[config.mk]
export PLATFORM = sky130hd
export DESIGN_NAME = tpo_top
export DESIGN_NICKNAME = d
export VERILOG_FILES = /design/src/common/tpo_pkg.sv /design/src/common/tpo_grp_if.sv /design/src/logic/tpo_group.sv /design/src/logic/tpo_top.sv
export SDC_FILE = /design/constraint.sdc
export NUM_CORES = 1
export LEC_CHECK = 0
export BUFFER_PORTS_ARGS = -buffer_cell sky130_fd_sc_hd__buf_2
export CAP_MARGIN = 0
export CORE_MARGIN = 4
export CORE_UTILIZATION = 30
export DETAILED_ROUTE_END_ITERATION = 12
export PLACE_DENSITY = 0.62
export SLEW_MARGIN = 20
export SYNTH_ARGS = -nofsm -noshare
export SYNTH_HDL_FRONTEND = slang
export SYNTH_HIERARCHICAL = 1
export SYNTH_SLANG_ARGS = --single-unit
[constraint.sdc]
create_clock -name mclk_in -period 2.1 [get_ports mclk_in]
set_input_delay 0.21 -clock mclk_in [delete_from_list [all_inputs] [get_ports mclk_in]]
set_output_delay 0.21 -clock mclk_in [all_outputs]
set_load 0.05 [all_outputs]
[src/common/tpo_pkg.sv]
//////////////////////////////////////////////////////////////////////////////
// Purpose: Shared constants for the timed pattern output block.
// Assumes: APB with 32-bit data, each register in one aligned word.
// Notes:   Only the low byte of each word is used; the rest reads as zero.
//////////////////////////////////////////////////////////////////////////////
package tpo_pkg;

  localparam int unsigned GROUPS    = 4;
  localparam int unsigned GRP_W     = 4;
  localparam int unsigned CHANNELS  = 4;
  localparam int unsigned PINS      = 16;
  localparam int unsigned ADDR_W    = 8;

  // Register byte addresses.
  localparam logic [7:0] OFF_LOWER_STAGED = 8'h00;
  localparam logic [7:0] OFF_UPPER_STAGED = 8'h04;
  localparam logic [7:0] OFF_LOWER_ENABLE = 8'h08;
  localparam logic [7:0] OFF_UPPER_ENABLE = 8'h0c;
  localparam logic [7:0] OFF_TRIG_SELECT  = 8'h10;
  localparam logic [7:0] OFF_OVERLAP_MODE = 8'h14;
  localparam logic [7:0] OFF_PORT_DATA_LO = 8'h18;
  localparam logic [7:0] OFF_PORT_DATA_HI = 8'h1c;
  localparam logic [7:0] OFF_PORT_FUNC_LO = 8'h20;
  localparam logic [7:0] OFF_PORT_FUNC_HI = 8'h24;

  // Reset values.
  localparam logic [7:0] RST_STAGED       = 8'h00;
  localparam logic [7:0] RST_ENABLE       = 8'h00;
  localparam logic [7:0] RST_TRIG_SELECT  = 8'hff;
  localparam logic [7:0] RST_OVERLAP_MODE = 8'hf0;
  localparam logic [7:0] RST_PORT_DATA    = 8'h00;
  localparam logic [7:0] RST_PORT_FUNC    = 8'h00;

  // Field layout of the overlap mode register.
  localparam int unsigned OVL_SPLIT_LSB   = 0;
  localparam logic [3:0]  OVL_RESERVED    = 4'hf;

endpackage : tpo_pkg

[src/common/tpo_grp_if.sv]
//////////////////////////////////////////////////////////////////////////////
// Purpose: Carries one pattern group's settings and strobes to its slice.
// Assumes: Strobes are already registered once in the system clock domain.
// Notes:   The slice answers with a per-bit load mask.
//////////////////////////////////////////////////////////////////////////////
interface tpo_grp_if;
  logic [1:0] sel;
  logic       split_edges;
  logic [3:0] match_a;
  logic [3:0] match_b;
  logic [3:0] staged;
  logic [3:0] enable;
  logic [3:0] load;

  modport owner (output sel, output split_edges, output match_a, output match_b,
                 output staged, output enable, input load);
  modport group (input sel, input split_edges, input match_a, input match_b,
                 input staged, input enable, output load);
endinterface : tpo_grp_if

[src/logic/tpo_group.sv]
//////////////////////////////////////////////////////////////////////////////
// Purpose: Decides which bits of one 4-bit pattern group load this cycle.
// Assumes: Match strobes last exactly one cycle.
// Notes:   Pure combinational; the owner applies the mask to port data.
//////////////////////////////////////////////////////////////////////////////
module tpo_group (
  tpo_grp_if.group gif
);

  logic trig_a;
  logic trig_b;

  always_comb begin
    trig_a = gif.match_a[gif.sel];
    trig_b = gif.match_b[gif.sel] & gif.split_edges;
  end

  // RULE9 RULE10 mode dependent loading
  // RULE15 split edge transfer
  always_comb begin
    if (trig_a) begin
      gif.load = gif.enable;
    end else if (trig_b) begin
      // Only falling bits move early, which opens the non-overlap gap.
      gif.load = gif.enable & ~gif.staged;
    end else begin
      gif.load = 4'h0;
    end
  end

endmodule : tpo_group

[src/logic/tpo_top.sv]
//////////////////////////////////////////////////////////////////////////////
// Purpose: Timed pattern output unit with APB registers and 16 pattern pins.
// Assumes: Timer match strobes are synchronous one-cycle pulses.
// Notes:   Register contents survive standby because only reset clears them.
//////////////////////////////////////////////////////////////////////////////
//
// Local design decisions: register access over APB and the placing of the registers.

// How it works
// RULE1 - Upper bits copy only when enabled
// RULE2 - Trigger select resets to all ones
// RULE3 - Bits 7:6 pick group three channel
// RULE4 - Bits 5:4 pick group two channel
// RULE5 - Bits 3:2 pick group one channel
// RULE6 - Bits 1:0 pick group zero channel
// RULE7 - Overlap mode resets to upper ones
// RULE8 - Mode upper nibble always reads ones
// RULE9 - Ordinary mode loads on match A only
// RULE10 - Split mode times edges with A, B
// RULE11 - Timer holds period B, gap A
// RULE12 - Pin drives when function and enable set
// RULE13 - Selected match loads staged into port data
// RULE14 - Supplier rewrites staged data before next match
// RULE15 - Match B copies only zero bits
// RULE16 - Upper enables reset to zero
// RULE17 - Staged data held from B until A
// RULE18 - Transfer happens cycle after strobe
// RULE19 - Each group follows its own trigger
module tpo_top (
  input  wire logic        mclk_in,
  input  wire logic        rst_n_in,
  input  wire logic        psel_in,
  input  wire logic        penable_in,
  input  wire logic        pwrite_in,
  input  wire logic [7:0]  paddr_in,
  input  wire logic [31:0] pwdata_in,
  output logic      [31:0] prdata_out,
  output logic             pready_out,
  output logic             pslverr_out,
  input  wire logic [3:0]  match_a_in,
  input  wire logic [3:0]  match_b_in,
  output logic      [15:0] pattern_pins_out,
  output logic      [15:0] pattern_oe_out
);

  //////////////////////////////////////////////////////////////////////////////
  // Storage.

  logic [7:0]  lower_staged_pattern;
  logic [7:0]  upper_staged_pattern;
  logic [7:0]  lower_pattern_enable;
  logic [7:0]  upper_pattern_enable;
  logic [7:0]  pattern_trigger_select;
  logic [3:0]  split_edges;
  logic [15:0] port_out_data;
  logic [15:0] port_function_ctrl;
  logic [3:0]  match_a_q;
  logic [3:0]  match_b_q;
  logic        ready_q;
  logic        take;
  logic        wr_en;
  logic [15:0] load_all;
  logic [15:0] staged_all;
  logic [15:0] enable_all;
  logic [15:0] next_port_out_data;
  logic        sw_port_lo;
  logic        sw_port_hi;

  //////////////////////////////////////////////////////////////////////////////
  // Helpers.

  // Picks the 2-bit channel field of one group from the trigger select byte.
  function automatic logic [1:0] trig_field(input logic [7:0] sel, input int unsigned grp);
    trig_field = sel[2*grp +: 2];
  endfunction : trig_field

  function automatic logic addr_known(input logic [7:0] addr);
    case (addr)
      tpo_pkg::OFF_LOWER_STAGED,
      tpo_pkg::OFF_UPPER_STAGED,
      tpo_pkg::OFF_LOWER_ENABLE,
      tpo_pkg::OFF_UPPER_ENABLE,
      tpo_pkg::OFF_TRIG_SELECT,
      tpo_pkg::OFF_OVERLAP_MODE,
      tpo_pkg::OFF_PORT_DATA_LO,
      tpo_pkg::OFF_PORT_DATA_HI,
      tpo_pkg::OFF_PORT_FUNC_LO,
      tpo_pkg::OFF_PORT_FUNC_HI: addr_known = 1'b1;
      default:                   addr_known = 1'b0;
    endcase
  endfunction : addr_known

  //////////////////////////////////////////////////////////////////////////////
  // APB slave: one wait state, answer registered.

  always_comb begin
    take  = psel_in & penable_in & ~ready_q;
    wr_en = psel_in & penable_in & ready_q & pwrite_in & addr_known(paddr_in);
  end

  always_ff @(posedge mclk_in) begin
    if (!rst_n_in) begin
      ready_q <= 1'b0;
    end else begin
      ready_q <= take;
    end
  end

  always_ff @(posedge mclk_in) begin
    if (!rst_n_in) begin
      pslverr_out <= 1'b0;
    end else if (take) begin
      pslverr_out <= ~addr_known(paddr_in);
    end else begin
      pslverr_out <= 1'b0;
    end
  end

  always_ff @(posedge mclk_in) begin
    if (!rst_n_in) begin
      prdata_out <= 32'h0;
    end else if (take && !pwrite_in) begin
      case (paddr_in)
        tpo_pkg::OFF_LOWER_STAGED: prdata_out <= {24'h0, lower_staged_pattern};
        tpo_pkg::OFF_UPPER_STAGED: prdata_out <= {24'h0, upper_staged_pattern};
        tpo_pkg::OFF_LOWER_ENABLE: prdata_out <= {24'h0, lower_pattern_enable};
        tpo_pkg::OFF_UPPER_ENABLE: prdata_out <= {24'h0, upper_pattern_enable};
        tpo_pkg::OFF_TRIG_SELECT:  prdata_out <= {24'h0, pattern_trigger_select};
        // RULE8 reserved bits read one
        tpo_pkg::OFF_OVERLAP_MODE: prdata_out <= {24'h0, tpo_pkg::OVL_RESERVED, split_edges};
        tpo_pkg::OFF_PORT_DATA_LO: prdata_out <= {24'h0, port_out_data[7:0]};
        tpo_pkg::OFF_PORT_DATA_HI: prdata_out <= {24'h0, port_out_data[15:8]};
        tpo_pkg::OFF_PORT_FUNC_LO: prdata_out <= {24'h0, port_function_ctrl[7:0]};
        tpo_pkg::OFF_PORT_FUNC_HI: prdata_out <= {24'h0, port_function_ctrl[15:8]};
        default:                   prdata_out <= 32'h0;
      endcase
    end else begin
      prdata_out <= 32'h0;
    end
  end

  always_comb begin
    pready_out = ready_q;
  end

  //////////////////////////////////////////////////////////////////////////////
  // Software registers.

  always_ff @(posedge mclk_in) begin
    if (!rst_n_in) begin
      lower_staged_pattern <= tpo_pkg::RST_STAGED;
      upper_staged_pattern <= tpo_pkg::RST_STAGED;
    end else if (wr_en && paddr_in == tpo_pkg::OFF_LOWER_STAGED) begin
      lower_staged_pattern <= pwdata_in[7:0];
    end else if (wr_en && paddr_in == tpo_pkg::OFF_UPPER_STAGED) begin
      upper_staged_pattern <= pwdata_in[7:0];
    end
  end

  // RULE16 enables clear at reset
  always_ff @(posedge mclk_in) begin
    if (!rst_n_in) begin
      lower_pattern_enable <= tpo_pkg::RST_ENABLE;
      upper_pattern_enable <= tpo_pkg::RST_ENABLE;
    end else if (wr_en && paddr_in == tpo_pkg::OFF_LOWER_ENABLE) begin
      lower_pattern_enable <= pwdata_in[7:0];
    end else if (wr_en && paddr_in == tpo_pkg::OFF_UPPER_ENABLE) begin
      upper_pattern_enable <= pwdata_in[7:0];
    end
  end

  // RULE2 trigger select reset
  always_ff @(posedge mclk_in) begin
    if (!rst_n_in) begin
      pattern_trigger_select <= tpo_pkg::RST_TRIG_SELECT;
    end else if (wr_en && paddr_in == tpo_pkg::OFF_TRIG_SELECT) begin
      pattern_trigger_select <= pwdata_in[7:0];
    end
  end

  // RULE7 overlap mode reset
  always_ff @(posedge mclk_in) begin
    if (!rst_n_in) begin
      split_edges <= tpo_pkg::RST_OVERLAP_MODE[3:0];
    end else if (wr_en && paddr_in == tpo_pkg::OFF_OVERLAP_MODE) begin
      split_edges <= pwdata_in[3:0];
    end
  end

  always_ff @(posedge mclk_in) begin
    if (!rst_n_in) begin
      port_function_ctrl <= {tpo_pkg::RST_PORT_FUNC, tpo_pkg::RST_PORT_FUNC};
    end else if (wr_en && paddr_in == tpo_pkg::OFF_PORT_FUNC_LO) begin
      port_function_ctrl[7:0] <= pwdata_in[7:0];
    end else if (wr_en && paddr_in == tpo_pkg::OFF_PORT_FUNC_HI) begin
      port_function_ctrl[15:8] <= pwdata_in[7:0];
    end
  end

  //////////////////////////////////////////////////////////////////////////////
  // Match strobes and group slices.

  // RULE18 strobe registered once
  always_ff @(posedge mclk_in) begin
    if (!rst_n_in) begin
      match_a_q <= 4'h0;
      match_b_q <= 4'h0;
    end else begin
      match_a_q <= match_a_in;
      match_b_q <= match_b_in;
    end
  end

  always_comb begin
    staged_all = {upper_staged_pattern, lower_staged_pattern};
    enable_all = {upper_pattern_enable, lower_pattern_enable};
  end

  // RULE19 independent group slices
  for (genvar g = 0; g < tpo_pkg::GROUPS; g++) begin : gen_grp
    tpo_grp_if gif ();
    // RULE3 RULE4 RULE5 RULE6 channel field decode
    assign gif.sel         = trig_field(pattern_trigger_select, g);
    assign gif.split_edges = split_edges[g];
    assign gif.match_a     = match_a_q;
    assign gif.match_b     = match_b_q;
    assign gif.staged      = staged_all[4*g +: 4];
    assign gif.enable      = enable_all[4*g +: 4];
    assign load_all[4*g +: 4] = gif.load;
    tpo_group u_grp (
      .gif (gif)
    );
  end

  //////////////////////////////////////////////////////////////////////////////
  // Port output data.

  always_comb begin
    sw_port_lo = wr_en && paddr_in == tpo_pkg::OFF_PORT_DATA_LO;
    sw_port_hi = wr_en && paddr_in == tpo_pkg::OFF_PORT_DATA_HI;
    next_port_out_data = port_out_data;
    if (sw_port_lo) begin
      next_port_out_data[7:0] = pwdata_in[7:0];
    end
    if (sw_port_hi) begin
      next_port_out_data[15:8] = pwdata_in[7:0];
    end
    // RULE13 staged data loads port
    // RULE1 disabled bits keep value
    // A hardware transfer wins over a software write to the same bit.
    next_port_out_data = (next_port_out_data & ~load_all) | (staged_all & load_all);
  end

  always_ff @(posedge mclk_in) begin
    if (!rst_n_in) begin
      port_out_data <= {tpo_pkg::RST_PORT_DATA, tpo_pkg::RST_PORT_DATA};
    end else begin
      port_out_data <= next_port_out_data;
    end
  end

  always_comb begin
    pattern_pins_out = port_out_data;
  end

  // RULE12 pin enable gating
  // The enable lags a register write by one cycle so the pin stays flop driven.
  always_ff @(posedge mclk_in) begin
    if (!rst_n_in) begin
      pattern_oe_out <= 16'h0;
    end else begin
      pattern_oe_out <= port_function_ctrl & enable_all;
    end
  end

  logic rst_done;
  always_ff @(posedge mclk_in) begin
    rst_done <= rst_n_in;
  end
endmodule : tpo_top

* Word-level counts from Yosys, hierarchy flattened
Index checks and enable logic that the tools add are counted. W data, S select, Z words.
Word-level totals: output and inout port bits 66, word-level logic and storage cells 104, register bits after elaboration 134, bits of input ports 53
Cells by class: multiplexer cells 30, bitwise gates (word level) 27, reduce and logical (&&, ||, !) cells 19, magnitude comparators 4, eq/ne operators 9
Operator list (number):
- $pmux W8 S10 | 1
- $and A16 B16 Y16 | 3
- $eq A8 B5 Y1 const B | 4
- $mux W4 | 8
- $and A4 B4 Y4 | 4
- $bmux W1 S2 | 8
- $eq A8 B4 Y1 const B | 2
- $eq A8 B6 Y1 const B | 2
- $mux W8 | 2
- $not A16 Y16 | 1
- $not A4 Y4 | 4
- $or A16 B16 Y16 | 1
- $lt A2 B3 Y1 const B | 4
- $logic_and A1 B1 Y1 | 11
- $mux W1 | 11
- $reduce_and A2 Y1 | 5
- $reduce_or A10 Y1 | 1
- $and A1 B1 Y1 | 9
- $eq A8 B3 Y1 const B | 1
- $logic_not A8 Y1 | 1
- $not A1 Y1 | 5
- $logic_not A1 Y1 | 1

* Logic depth before layout (Yosys ltp)
depth in word-level cells 8, mapped depth 7, depth with buffers taken out 6

* Modules after synthesis
Netlist, hierarchy kept.
By module, submodules not included:
- tpo_top | instances 1, cells each 537, seq. area each 2202.1 sq um, area each 5074.9 sq um
- tpo_group | instances 4, cells each 18, seq. area each 0.0 sq um, area each 121.4 sq um

* Least setup slack after synthesis
No wires, ideal clock.
path kind input to register, start point input paddr_in[0], end point register upper_staged_pattern[0], setup slack 14 ps, library setup time 72 ps, cell stages on the path 6, arrival 2015 ps, data required time 2028 ps, buffers on the path 2, path through buf_2 > or4_4 > or3_1 > buf_6 > nor3_4 > mux2i_1
Between the ends: word-level cells in the longest chain between the ends 7, elaborated cells between the ends (all ways) 17, classes of those cells eq/ne: 9; mux: 1; bitwise: 2; reduce/logical: 5
RTL lines:
- start, declared | RTL line tpo_top.sv:35 | input wire logic [7:0] paddr_in,
- $eq A8 B3 Y1 (tied with other cells) | RTL line tpo_top.sv:78, tpo_top.sv:155
- $reduce_or A10 Y1 | RTL line tpo_top.sv:78 | case (addr)
- $mux W1 | RTL line tpo_top.sv:78
- $and A1 B1 Y1 | RTL line tpo_top.sv:98 | wr_en = psel_in & penable_in & ready_q & pwrite_in & addr_known(paddr_in);
- $logic_and A1 B1 Y1 | RTL line tpo_top.sv:153 | end else if (wr_en && paddr_in == tpo_pkg::OFF_LOWER_STAGED) begin
- $not A1 Y1 (no source line)
- $reduce_and A2 Y1 (no source line) *
- end signal, assigned | RTL line tpo_top.sv:152 | upper_staged_pattern <= tpo_pkg::RST_STAGED;
- end signal, assigned | RTL line tpo_top.sv:156 | upper_staged_pattern <= pwdata_in[7:0];
- end, declared | RTL line tpo_top.sv:50 | logic [7:0] upper_staged_pattern;
Mark *: on every way between the ends. The rest lies on a longest branch, timed or not. A chain may end at the register's enable or synchronous reset.

* Worst setup path after layout
start point register ready_q, in the netlist pready_out, end point register upper_staged_pattern[2]
Between the ends: word-level cells in the longest chain between the ends 6, elaborated cells between the ends (all ways) 7, classes of those cells bitwise: 4; reduce/logical: 3
RTL lines:
- start, declared | RTL line tpo_top.sv:59 | logic ready_q;
- start signal, assigned | RTL line tpo_top.sv:105 | ready_q <= take;
- $and A1 B1 Y1 * (3 in a row) | RTL line tpo_top.sv:98
- $logic_and A1 B1 Y1 | RTL line tpo_top.sv:153
- $not A1 Y1 (no source line)
- $reduce_and A2 Y1 (no source line) *
Marks and branches as above.

==> flow_summary.json <==
{
  "rr_endpoint": "upper_staged_pattern[2]",
  "grt.overflow.total": 0,
  "async_reset_ff_share_pct": 0,
  "synthCells": 609,
  "clock_skew_ns": 0.01195,
  "synth_mux_area_share_pct": 18.32,
  "drive_above_1_share_pct": 21.51,
  "synth_compound_area_share_pct": 13.77,
  "avgRoutedWirePerCell_um": 18.79,
  "synth_simple_gate_area_share_pct": 20.75,
  "max_freq_mhz": 576.3,
  "run_status": "completed",
  "root_buffer": "clkbuf_16",
  "drt_wl_total_um": 17230,
  "drc": 0,
  "synth_ff_type": "dfxtp_1",
  "yosysWarnings": 6,
  "synth_seq_area_share_pct": 39.60,
  "synthDistinctLibCells": 55,
  "crit_start": "pready_out",
  "cts_hold_buf": 0,
  "drt_pass1_iterations": 5,
  "min_period_ns": 1.735,
  "dr.first_iter.drc_count": 502,
  "cp_slowest_cell": "or3_1",
  "yosys.area_share.adder_pct": 0,
  "rows": 49,
  "ant_nets": 0,
  "dieArea_mm2": 0.02078,
  "start_kind": "flop",
  "drt-vias-per-instance": 5.053,
  "ctsHtreeMaxLevel": 3,
  "slew_violations": 0,
  "synth_top_family_by_area": "simple AND/OR/NAND/NOR gates",
  "port_buffers": 70,
  "pwr_density_cell_mw_per_mm2": 662.4,
  "ios": 119,
  "avgSynthCellArea_um2": 9.130,
  "rsz0062_at_grt": "false",
  "worstPathCellList": "nand4_1 -> or3_1 -> nor3_4 -> buf_12 -> mux2i_1",
  "endpoint": "upper_staged_pattern[2]",
  "die_w_um": 144.1,
  "tightest_slew_ns": 0.6549,
  "synth_area_mm2": 0.005560,
  "antenna_cells": 0,
  "track_usage_pct": 16.81,
  "dp_hpwl_um": 12770,
  "worstPathMaxFanout": 8,
  "grt_pass1_wl_um": 26030,
  "clk_pin_slew_ns": 0.08,
  "hold_viol": 0,
  "fin_setup_tns_ns": 0,
  "synth-edff-count": 0,
  "crit_path_end_kind": "flop",
  "clock_latency_ns": 0.37,
  "hold_path_class": "primary input to flop",
  "cts_tree": "built",
  "initial_utilization_pct": 30.74,
  "synth-seq-cells": 110,
  "worstPathArrival_ns": 2.03,
  "place_congestion": 0.9447,
  "coreArea_mm2": 0.01809,
  "postCtsResizedCells": 0,
  "vias": 4634,
  "clockBufferDepth": 2,
  "drv_cap": 0,
  "relSlewSlack_pct": 56.34,
  "synth_xor_area_share_pct": 0,
  "holdCritStartpoint": "match_a_in[1]",
  "antenna_found_initial": 0,
  "fin_nets": 736,
  "r2r_slack_ns": 0.36,
  "dieHeight_um": 144.1,
  "area_delta_synth_final_pct": 17.39,
  "cts_inserted_buffers": 9,
  "setup.worst_path.class": "flop to flop",
  "worst_ir_drop_vdd_uv": 330.5,
  "fin_crit_sh_pct": 82.63,
  "rr_worst_depth": 5,
  "grt_pass1_vias": 4321,
  "fin_hold_ws_ns": 0.04710,
  "setup_viol": 0,
  "critical_path_required_ns": 2.40,
  "cts_sinks": 110,
  "critical_path.max_stage_delay_ns": 0.49,
  "crit-reg2reg-launch": "pready_out",
  "power.leakage_nw": 2.781,
  "grt_max_degree": 78,
  "post-cts-setup-buffers": 0
}
power by group:
part           leakage (nW)  internal, W  total (W)  switching (W)
clock network         0.160      0.00105    0.00185       0.000802
logic                  1.73     0.000102   0.000369       0.000267
registers             0.888      0.00209    0.00210     0.00000958
total                  2.78      0.00325    0.00432        0.00108
synth_stat cells (all sizes together) (10+ instances only):
cell type / count / area (um^2)
nand3: 22 / 110.1
inv: 17 / 63.81
o21ai: 52 / 260.3
dfxtp: 110 / 2202
nand2b: 22 / 137.6
and2: 10 / 62.56
nand2: 60 / 225.2
nor2b: 29 / 181.4
buf: 32 / 229.0
mux2i: 77 / 770.7
clkbuf: 33 / 123.9
and3: 18 / 112.6
a21oi: 18 / 90.09
a21boi: 16 / 120.1
kinds of logic (layout without fill, tap and decap cells):
logic type             Yosys count  in the layout
AND/OR/NAND/NOR                202            202
multiplexers                    92             92
other                            1             24
buffers and inverters           82            138
AO/OA/AOI/OAI                  122            122
flip-flops                     110            110
critical path: cells and delay by family (launching register included):
| kind | cells | cell delay, ns |
|---|---|---|
| simple gates | 3 | 0.96 |
| flops | 1 | 0.36 |
| mux | 1 | 0.19 |
| buf+inv | 1 | 0.16 |
routing by layer:
metal | wire length, um | GRT usage, % | vias up
li1 | - | - | 2259
met1 | 7889 | 23.54 | 2185
met2 | 7980 | 26.19 | 176
met3 | 1148 | 3.505 | 14
met4 | 210 | 4.958 | 0
met5 | 0 | 0 | -
layout by cell type (no fill, tap or decap), types with 22 or more instances in the layout:
cell / Yosys / layout
buf_4: 24 / 34
nor2b_1: 29 / 29
nand2b_1: 22 / 22
mux2i_1: 77 / 77
o21ai_0: 36 / 36
nand2_1: 60 / 60
conb_1: 1 / 24
dfxtp_1: 110 / 110
nand3_1: 22 / 22
buf_2: 3 / 70
how the worst min path moves through the flow:
stage,cells past startpoint,to,slack [ns]
floorplan,1,gen_grp[0].gif.match_a[0],0.34
global placement,2,gen_grp[0].gif.match_b[3],0.42
detailed placement,2,gen_grp[0].gif.match_a[1],0.42
CTS,2,gen_grp[0].gif.match_a[1],0.03
global route,2,gen_grp[0].gif.match_b[1],0.04
finish,2,gen_grp[0].gif.match_a[1],0.05
metrics by stage:
stage | total power (W) | worst slack [ns] | instances | instance area, um^2 | util, %
3_3_place_gp | 0.002517 | 0.09062 | 901 | 6206 | 34.31
6_report | 0.004324 | 0.3648 | 917 | 6528 | 36.09
4_1_cts | 0.004372 | 0.3572 | 917 | 6528 | 36.09
5_1_grt | 0.004476 | 0.2827 | 917 | 6528 | 36.09
2_1_floorplan | 0.002447 | 0.01360 | 632 | 5647 | -
3_5_place_dp | 0.002517 | 0.04711 | 901 | 6206 | 34.31
final cells by class:
cell class	instances	area, um^2
clock buffers	9	225.2
repair buffers	105	625.6
well taps	229	286.5
multi-input cells	440	3028
flip-flops and latches	110	2202
inverters	17	63.81
clock inverters	7	96.34
fillers	1890	11560
No activity file was read; power rests on OpenSTA's default activity.
